===== config.mk =====
export PLATFORM = sky130hd
export DESIGN_NAME = asl_ctrl
export DESIGN_NICKNAME = d
export VERILOG_FILES = /design/src/hdl/asl_pkg.sv /design/src/hdl/asl_switch.sv /design/src/hdl/asl_ctrl.sv
export VERILOG_INCLUDE_DIRS = /design/src /design/src/hdl
export SDC_FILE = /design/constraint.sdc
export NUM_CORES = 1
export LEC_CHECK = 0
export ABC_AREA = 1
export BUFFER_PORTS_ARGS = -buffer_cell sky130_fd_sc_hd__buf_2
export CAP_MARGIN = 10
export CORE_MARGIN = 2
export CORE_UTILIZATION = 46
export CTS_CLUSTER_DIAMETER = 30
export DETAILED_ROUTE_END_ITERATION = 7
export HOLD_SLACK_MARGIN = 0.1
export MAX_ROUTING_LAYER = met4
export PLACE_DENSITY = 0.88
export SLEW_MARGIN = 15
export SYNTH_ARGS = -nofsm -noshare
export SYNTH_HDL_FRONTEND = slang
export SYNTH_SLANG_ARGS = --single-unit

===== constraint.sdc =====
create_clock -name clk_sys -period 1 [get_ports clk_sys]
set_input_delay 0.05 -clock clk_sys [delete_from_list [all_inputs] [get_ports clk_sys]]
set_output_delay 0.05 -clock clk_sys [all_outputs]
set_load 0.01 [all_outputs]

===== src/hdl/asl_defines.svh =====
// Purpose: Constants of the axis standby and limit control block
// Assumes: Parameter numbers are 8 bits, values 32 bits
// Notes: Definitions only
`ifndef ASL_DEFINES_SVH
`define ASL_DEFINES_SVH

// ****************************************
// Parameter numbers
// ****************************************
`define ASL_IDX_IDLE_CURRENT 8'h07
`define ASL_IDX_ARRIVED 8'h08
`define ASL_IDX_HOME_LEVEL 8'h09
`define ASL_IDX_RIGHT_LEVEL 8'h0a
`define ASL_IDX_LEFT_LEVEL 8'h0b
`define ASL_IDX_RIGHT_OFF 8'h0c
`define ASL_IDX_LEFT_OFF 8'h0d
`define ASL_IDX_EXCHANGE 8'h0e
`define ASL_IDX_ACCEL 8'h0f

// ****************************************
// Field widths and reset values
// ****************************************
`define ASL_CURRENT_W 8
`define ASL_ACCEL_W 23
`define ASL_CURRENT_FULL 8'hff
`define ASL_RST_IDLE_CURRENT 8'h00
`define ASL_RST_ACCEL 23'h000001
`define ASL_RST_BIT 1'b0

`endif


===== src/hdl/asl_pkg.sv =====
// Purpose: Types of the axis standby and limit control block
// Assumes: Constants come from asl_defines.svh
// Notes: Types only
`include "asl_defines.svh"

package asl_pkg;

    // ****************************************
    // Request and switch carriers
    // ****************************************
    typedef struct packed {
        logic write;
        logic [7:0] index;
        logic [31:0] data;
    } asl_req_t;

    typedef struct packed {
        logic home;
        logic right;
        logic left;
    } asl_sw_t;

    typedef struct packed {
        logic exchange;
        logic right_off;
        logic left_off;
    } asl_sw_cfg_t;

endpackage : asl_pkg


===== src/hdl/asl_switch.sv =====
// Purpose: Logical end switch levels and stop requests
// Assumes: Switch inputs already synchronous to clk_sys
// Notes: Purely combinational, registered by the parent
`timescale 1ns/1ns
`default_nettype none

module asl_switch (
    input wire asl_pkg::asl_sw_t pins,
    input wire asl_pkg::asl_sw_cfg_t cfg,
    output var asl_pkg::asl_sw_t level,
    output logic stop_right,
    output logic stop_left
);

    // ****************************************
    // Exchange then gate
    // ****************************************
    always_comb begin
        level.home = pins.home;
        level.right = cfg.exchange ? pins.left : pins.right;
        level.left = cfg.exchange ? pins.right : pins.left;
        stop_right = level.right & ~cfg.right_off;
        stop_left = level.left & ~cfg.left_off;
    end

endmodule : asl_switch

`default_nettype wire


===== src/hdl/asl_ctrl.sv =====
// Purpose: Axis standby current, arrival flag and end switch control
// Assumes: Parameter requests arrive one per cycle, answered the next cycle
// Notes: Numbered axis parameters 7 to 15
`timescale 1ns/1ns
`default_nettype none
`include "asl_defines.svh"

module asl_ctrl (
    input wire logic clk_sys,
    input wire logic rst_n,
    input wire logic req_valid,
    input wire asl_pkg::asl_req_t req,
    output logic rsp_valid,
    output logic rsp_error,
    output logic [31:0] rsp_data,
    input wire logic motor_running,
    input wire logic [`ASL_CURRENT_W-1:0] run_current,
    input wire logic [31:0] actual_pos,
    input wire logic [31:0] target_pos,
    input wire asl_pkg::asl_sw_t sw_pins,
    output logic [`ASL_CURRENT_W-1:0] current_set,
    output logic stop_right,
    output logic stop_left,
    output logic [`ASL_ACCEL_W-1:0] first_phase_accel
);

    // ****************************************
    // State
    // ****************************************
    logic [`ASL_CURRENT_W-1:0] idle_current_level;
    logic target_arrived_flag;
    asl_pkg::asl_sw_t sw_state;
    asl_pkg::asl_sw_cfg_t cfg;
    logic [`ASL_CURRENT_W-1:0] next_idle_current_level;
    logic next_target_arrived_flag;
    asl_pkg::asl_sw_t next_sw_state;
    asl_pkg::asl_sw_cfg_t next_cfg;
    logic [`ASL_ACCEL_W-1:0] next_first_phase_accel;
    logic [`ASL_CURRENT_W-1:0] next_current_set;
    logic next_stop_right;
    logic next_stop_left;
    logic next_rsp_valid;
    logic next_rsp_error;
    logic [31:0] next_rsp_data;
    asl_pkg::asl_sw_t sw_level;
    logic sw_stop_right;
    logic sw_stop_left;

    asl_switch i_asl_switch (
        .pins(sw_pins),
        .cfg(cfg),
        .level(sw_level),
        .stop_right(sw_stop_right),
        .stop_left(sw_stop_left)
    );

    function automatic logic [31:0] asl_bit(input logic b);
        asl_bit = {31'h00000000, b};
    endfunction : asl_bit

    // ****************************************
    // Next values
    // ****************************************
    always_comb begin
        next_idle_current_level = idle_current_level;
        next_cfg = cfg;
        next_first_phase_accel = first_phase_accel;
        next_rsp_valid = req_valid;
        next_rsp_error = 1'b0;
        next_rsp_data = 32'h00000000;
        // Linear code, 0xff is full scale; no lower cap, keeping it low is up to software
        next_current_set = motor_running ? run_current : idle_current_level;
        next_target_arrived_flag = (actual_pos == target_pos);
        next_sw_state = sw_level;
        next_stop_right = sw_stop_right;
        next_stop_left = sw_stop_left;
        if (req_valid) begin
            case (req.index)
                `ASL_IDX_IDLE_CURRENT: begin
                    if (req.write) begin
                        next_idle_current_level = req.data[`ASL_CURRENT_W-1:0];
                    end
                    next_rsp_data = {24'h000000, idle_current_level};
                end
                `ASL_IDX_ARRIVED: begin
                    next_rsp_error = req.write;
                    next_rsp_data = asl_bit(target_arrived_flag);
                end
                `ASL_IDX_HOME_LEVEL: begin
                    next_rsp_error = req.write;
                    next_rsp_data = asl_bit(sw_state.home);
                end
                `ASL_IDX_RIGHT_LEVEL: begin
                    next_rsp_error = req.write;
                    next_rsp_data = asl_bit(sw_state.right);
                end
                `ASL_IDX_LEFT_LEVEL: begin
                    next_rsp_error = req.write;
                    next_rsp_data = asl_bit(sw_state.left);
                end
                `ASL_IDX_RIGHT_OFF: begin
                    if (req.write) begin
                        next_cfg.right_off = req.data[0];
                    end
                    next_rsp_data = asl_bit(cfg.right_off);
                end
                `ASL_IDX_LEFT_OFF: begin
                    if (req.write) begin
                        next_cfg.left_off = req.data[0];
                    end
                    next_rsp_data = asl_bit(cfg.left_off);
                end
                `ASL_IDX_EXCHANGE: begin
                    if (req.write) begin
                        next_cfg.exchange = req.data[0];
                    end
                    next_rsp_data = asl_bit(cfg.exchange);
                end
                `ASL_IDX_ACCEL: begin
                    // Zero is outside the legal range, so it is refused
                    if (req.write && req.data[`ASL_ACCEL_W-1:0] != 23'h000000) begin
                        next_first_phase_accel = req.data[`ASL_ACCEL_W-1:0];
                    end
                    next_rsp_error = req.write && req.data[`ASL_ACCEL_W-1:0] == 23'h000000;
                    next_rsp_data = {9'h000, first_phase_accel};
                end
                default: begin
                    next_rsp_error = 1'b1;
                end
            endcase
        end
    end

    // ****************************************
    // Registers
    // ****************************************
    always_ff @(posedge clk_sys or negedge rst_n) begin
        if (!rst_n) begin
            idle_current_level <= `ASL_RST_IDLE_CURRENT;
            cfg <= '0;
            first_phase_accel <= `ASL_RST_ACCEL;
            target_arrived_flag <= `ASL_RST_BIT;
            sw_state <= '0;
            current_set <= `ASL_RST_IDLE_CURRENT;
            stop_right <= `ASL_RST_BIT;
            stop_left <= `ASL_RST_BIT;
            rsp_valid <= `ASL_RST_BIT;
            rsp_error <= `ASL_RST_BIT;
            rsp_data <= 32'h00000000;
        end else begin
            idle_current_level <= next_idle_current_level;
            cfg <= next_cfg;
            first_phase_accel <= next_first_phase_accel;
            target_arrived_flag <= next_target_arrived_flag;
            sw_state <= next_sw_state;
            current_set <= next_current_set;
            stop_right <= next_stop_right;
            stop_left <= next_stop_left;
            rsp_valid <= next_rsp_valid;
            rsp_error <= next_rsp_error;
            rsp_data <= next_rsp_data;
        end
    end
endmodule : asl_ctrl

`default_nettype wire


# --- Word level (Yosys, flattened, before mapping) ---
# Cells that the tools add are included.
totals:
  regBits: 82
  ram_bits: 0
  mem_bits_ro: 0
  mem_count: 0
  latch_bits: 0
classes:
  bitwise: 4
  n_shift: 0
  div_mod_pow: 0
  mux: 7
  eq_ne: 10
  magnitude_cmp: 0
  n_mul: 0
  reduce_logical: 11
  n_addsub: 0
ops:
  columns: ["cell", "count"]
  rows:
  - ["$pmux W23 S9", 1]
  - ["$eq A8 B4 Y1 const B", 8]
  - ["$eq A32 B32 Y1", 1]
  - ["$logic_not A23 Y1", 1]
  - ["$mux W23", 1]
  - ["$reduce_bool A23 Y1", 1]
  - ["$reduce_and A3 Y1", 5]
  - ["$eq A8 B3 Y1 const B", 1]
  - ["$mux W8", 1]
  - ["$reduce_or A4 Y1", 2]
  - ["$mux W1", 3]
  - ["$pmux W1 S3", 1]
  - ["$and A1 B1 Y1", 2]
  - ["$logic_and A1 B1 Y1", 2]
  - ["$not A1 Y1", 2]

# --- Depth between registers and ports, before layout ---
depth:
  ltp_word: 4
  mapped_depth: 9
  mapped_depth_nobuf: 8

# --- Cells and area by module ---
# Synthesis repeated with hierarchy kept, for this count alone.
hier_totals:
  hier_cells: 379
  hier_area_um2: 3649.8
modules_own_cells:
  columns: ["module", "cells_per_inst", "area_per_inst_um2", "seq_area_each_um2", "instances"]
  rows:
  - ["asl_ctrl", 365, 3583.4, 1828.0, 1]
  - ["asl_switch", 14, 66.3, 0.0, 1]

# --- Worst setup path after synthesis ---
# No wires, ideal clock.
synth_path:
  path_type: "input -> register"
  startpoint: "input req[36] (netlist bit)"
  endpoint: "register rsp_data[10]"
  n_path_buf: 2
  slack_ns: -0.051
  cell_stages: 8
  arrival_ns: 0.983
  path_cell_list: "inv_1 nand2_1 nor2_2 o21ai_1 or2_1 buf_6 buf_12 nor2_4"
synth_via:
  elab_chain_cells: 3
  elab_cells_between_ends: 11
synth_rtl:
  columns: ["item", "line", "text"]
  rows:
  - ["start, declared", "asl_ctrl.sv:12", "input wire asl_pkg::asl_req_t req,"]
  - ["$eq A8 B4 Y1 / $eq A8 B3 Y1 (equally long branches)", "asl_ctrl.sv:78", "case (req.index)"]
  - ["$pmux W23 S9 (*)", "asl_ctrl.sv:78", null]
  - ["$mux W23 (*)", "asl_ctrl.sv:77", "if (req_valid) begin"]
  - ["via next_rsp_data[10]", "asl_ctrl.sv:44", "logic [31:0] next_rsp_data;"]
  - ["end signal, assigned", "asl_ctrl.sv:161", "rsp_data <= next_rsp_data;"]
  - ["end, declared", "asl_ctrl.sv:15", "output logic [31:0] rsp_data,"]
# Mark *: on every way through the listed nets, which the timed path passes. The rest lies on a longest branch.
# A chain may end at the register's enable or synchronous reset.

# --- Worst setup path after layout ---
layout_path:
  startpoint: "register first_phase_accel[0]"
  endpoint: "output first_phase_accel[0]"
layout_rtl:
  columns: ["item", "line", "text"]
  rows:
  - ["start, declared", "asl_ctrl.sv:24", "output logic [`ASL_ACCEL_W-1:0] first_phase_accel"]
  - ["start signal, assigned", "asl_ctrl.sv:141", "first_phase_accel <= `ASL_RST_ACCEL;"]
  - ["start signal, assigned", "asl_ctrl.sv:153", "first_phase_accel <= next_first_phase_accel;"]
# No word-level cell between the ends.

==> out/metrics.yaml <==
std_cell_rows: 32
synth-main-ff-cell: "sky130_fd_sc_hd__dfrtp_1"
synthArstFlopShare_pct: 100
ir_drop_v: 0.000779
status: "finished with violations"
grt_use_total_pct: 26.8
clkSlewWorstSetupHoldPaths_ns: 0.07
synthTopCellsByArea: "sky130_fd_sc_hd__dfrtp_1 (50%), sky130_fd_sc_hd__nand2_1 (10%), sky130_fd_sc_hd__xnor2_1 (7.8%)"
dp_hpwl_um: 7520
maximum_number_of_pins_on_one_net_before_global_route_repair: 32
tritoncts: "built"
first_pass_grt_wire_length_um: 17300
die_area_um2: 8580
skew_ns: 0.00618
ant_nets: 0
synth-edff-count: 0
finalMaxSlewViolations: 0
yosysSeqAreaShare_pct: 50.6
tns_ns: -0.188
numClockSinks: 73
io_pins: 187
timing.final.ws_setup_ns: -0.135
place_inst: 680
core_region_area_um2: 7650
area.growth.synth_to_final_pct: 58.9
timing.critical_path.arrival_ns: 1.08
drt_iter0_drc: 124
die_width_um: 92.6
synth_cell_types: 31
ys_seq_elements: 73
final_core_utilization_pct: 75.1
layout_min_cycle_time_ns: 1.13
crit_path_max_fanout: 2
port-buffer-count: 168
crit_required_ns: 0.95
clkLatencyLatePin_ns: 0.34
synth_largest_type_area_fraction_pct: 49.9
htreeDepth: 3
nNetsFinal: 763
cts.root.buffer_cell: "sky130_fd_sc_hd__clkbuf_8"
setup.worst_path.class: "reg2out"
num_vias: 3609
timing.max_cap.violations: 0
total_power_per_unit_cell_area_nw_per_um2: 1210
cts_made_buffers: 9
detail_route.wl_per_cell_um: 14.8
grt_antenna_before_repair: 0
synth_most_common_cell: "sky130_fd_sc_hd__nand2_1"
achievable-frequency_mhz: 881
synthesis.area_per_instance_um2: 9.48
timing.critical_path.from_type: "flip-flop"
yosysWarningCount: 0
antenna_diode_count: 0
setup_violations: 2
cts_buffer_depth: 2
yosys.area.top_type: "sky130_fd_sc_hd__dfrtp_1"
floorplan.initialDensity_pct: 47.2
synthesis.area_um2: 3610
hold-worst-slack_ns: 0.110
post_route_cells_drive_above_1_share_pct: 43.8
die_height_um: 92.6
gpl.final_weighted_congestion: 0.843
grt-ovfl-total: 0
filler_cell_count: 514
hold_violations: 0
failed_checks: "setup timing"
static-leakage-power_nw: 2.99
grt_setup_unrepaired: "yes"
synth.cells.most_frequent: "sky130_fd_sc_hd__nand2_1 (100), sky130_fd_sc_hd__dfrtp_1 (72), sky130_fd_sc_hd__xnor2_1 (32)"
ff_latch_area_um2: 1830
post_route_fraction_of_the_period_consumed_by_the_critical_path_pct: 113
syn-instance-count: 381
vias_per_cell: 4.81
multi_input_area_um2: 1670
wl_um: 11100
first_pass_iters: 4
hold_class: "in2reg"
end_kind: "primary output"
remaining_drc_errors: 0
vias_in_the_first_global_route: 3797
post_layout_nonfiller_instances: 750
[sequential cells by signal, indices dropped and copies added (netlist names), 3 cells and up]
signal / flops
first_phase_accel: 23
rsp_data: 23
current_set: 8
idle_current_level: 8
cfg: 3
sw_state: 3
[report_power, final]
| part | leakage [nW] | total (W) | switching, W | internal [W] |
|---|---|---|---|---|
| Combinational | 1.88 | 0.00110 | 0.000493 | 0.000605 |
| Sequential | 0.989 | 0.00306 | 0.0000445 | 0.00302 |
| Clock | 0.121 | 0.00280 | 0.00112 | 0.00167 |
[cell usage in the layout, fill, tap and decap left out, types with 4 or more instances in the layout]
cell / Yosys / routed
sky130_fd_sc_hd__buf_12: 1 / 4
sky130_fd_sc_hd__nor2_4: 11 / 12
sky130_fd_sc_hd__dlygate4sd3_1: 0 / 59
sky130_fd_sc_hd__nand2_4: 3 / 4
sky130_fd_sc_hd__nand2_2: 3 / 4
sky130_fd_sc_hd__mux2_2: 8 / 8
sky130_fd_sc_hd__clkbuf_8: 0 / 9
sky130_fd_sc_hd__a21oi_1: 11 / 10
sky130_fd_sc_hd__conb_1: 1 / 9
sky130_fd_sc_hd__nand2_1: 100 / 97
sky130_fd_sc_hd__xnor2_2: 0 / 6
sky130_fd_sc_hd__nand3_1: 28 / 26
sky130_fd_sc_hd__nand4_1: 10 / 10
sky130_fd_sc_hd__buf_2: 2 / 159
sky130_fd_sc_hd__xnor2_1: 32 / 26
sky130_fd_sc_hd__inv_2: 2 / 4
sky130_fd_sc_hd__nor2_2: 1 / 4
sky130_fd_sc_hd__nor2_1: 31 / 27
sky130_fd_sc_hd__inv_1: 17 / 13
sky130_fd_sc_hd__o21ai_1: 5 / 5
sky130_fd_sc_hd__dfrtp_1: 72 / 72
sky130_fd_sc_hd__buf_4: 11 / 40
sky130_fd_sc_hd__o21ai_2: 12 / 12
sky130_fd_sc_hd__o21ai_0: 4 / 4
[cell type report]
class                   count  share of cell area, %
flip-flops and latches     73                   31.8
repair buffers            264                   31.2
multi-input cells         276                   29.0
clock buffers              10                   2.22
well taps                 102                   2.22
clock inverters             6                   1.96
inverters                  19                   1.55
[worst max-delay path, cell delays in order (launching register included)]
cell and delay [ns]:
sky130_fd_sc_hd__dfstp_2 0.55, sky130_fd_sc_hd__buf_6 0.11, sky130_fd_sc_hd__buf_6 0.09
[cell families after synthesis]
group,Yosys count,share of synthesized area (%)
multiplexers,8,2.49
other,1,0.104
AO/OA/AOI/OAI,32,5.68
buffers and inverters,40,6.86
XOR/XNOR,32,7.76
AND/OR/NAND/NOR,195,26.5
flip-flops,73,50.6
[stage by stage]
step | instance area, um^2 | setup WS [ns] | total power [W]
2_1_floorplan | 3690 | -0.0163 | 0.00348
3_3_place_gp | 4850 | -0.259 | 0.00397
3_5_place_dp | 4850 | -0.324 | 0.00400
4_1_cts | 5690 | -0.146 | 0.00696
5_1_grt | 5740 | -0.168 | 0.00723
6_report | 5740 | -0.135 | 0.00696
[final timing paths]
kind | from | endpoint | slack, ns | cells past startpoint
setup reg to reg | first_phase_accel[0] | rsp_data[0] | -0.05 | 5
hold reg to reg | cfg[0] | stop_left | 0.48 | 1
setup / recovery | first_phase_accel[0] | first_phase_accel[0] | -0.13 | 2
max in group asynchronous | rst_n | first_phase_accel[0] | 0.31 | 3
min in group asynchronous | rst_n | first_phase_accel[8] | 0.17 | 2
hold / removal | target_pos[12] | target_arrived_flag | 0.11 | 6
[routing by layer]
layer  routed length (um)  GRT usage (%)  vias up
li1                     -              -     1723
met4                  229           9.31        0
met5                    0              -        -
met3                  650           4.88       18
met1                 4190           29.5     1701
met2                 6020           48.7      167
[repair_timing]
item                                   CTS  global route
endpoints found under the hold margin  118             0
pin swaps                                2            13
gates resized for setup                  3            10
buffers inserted                         0             3
hold buffers                            59             0
setup endpoints to repair                2            29
No activity file was read; power rests on OpenSTA's default activity.
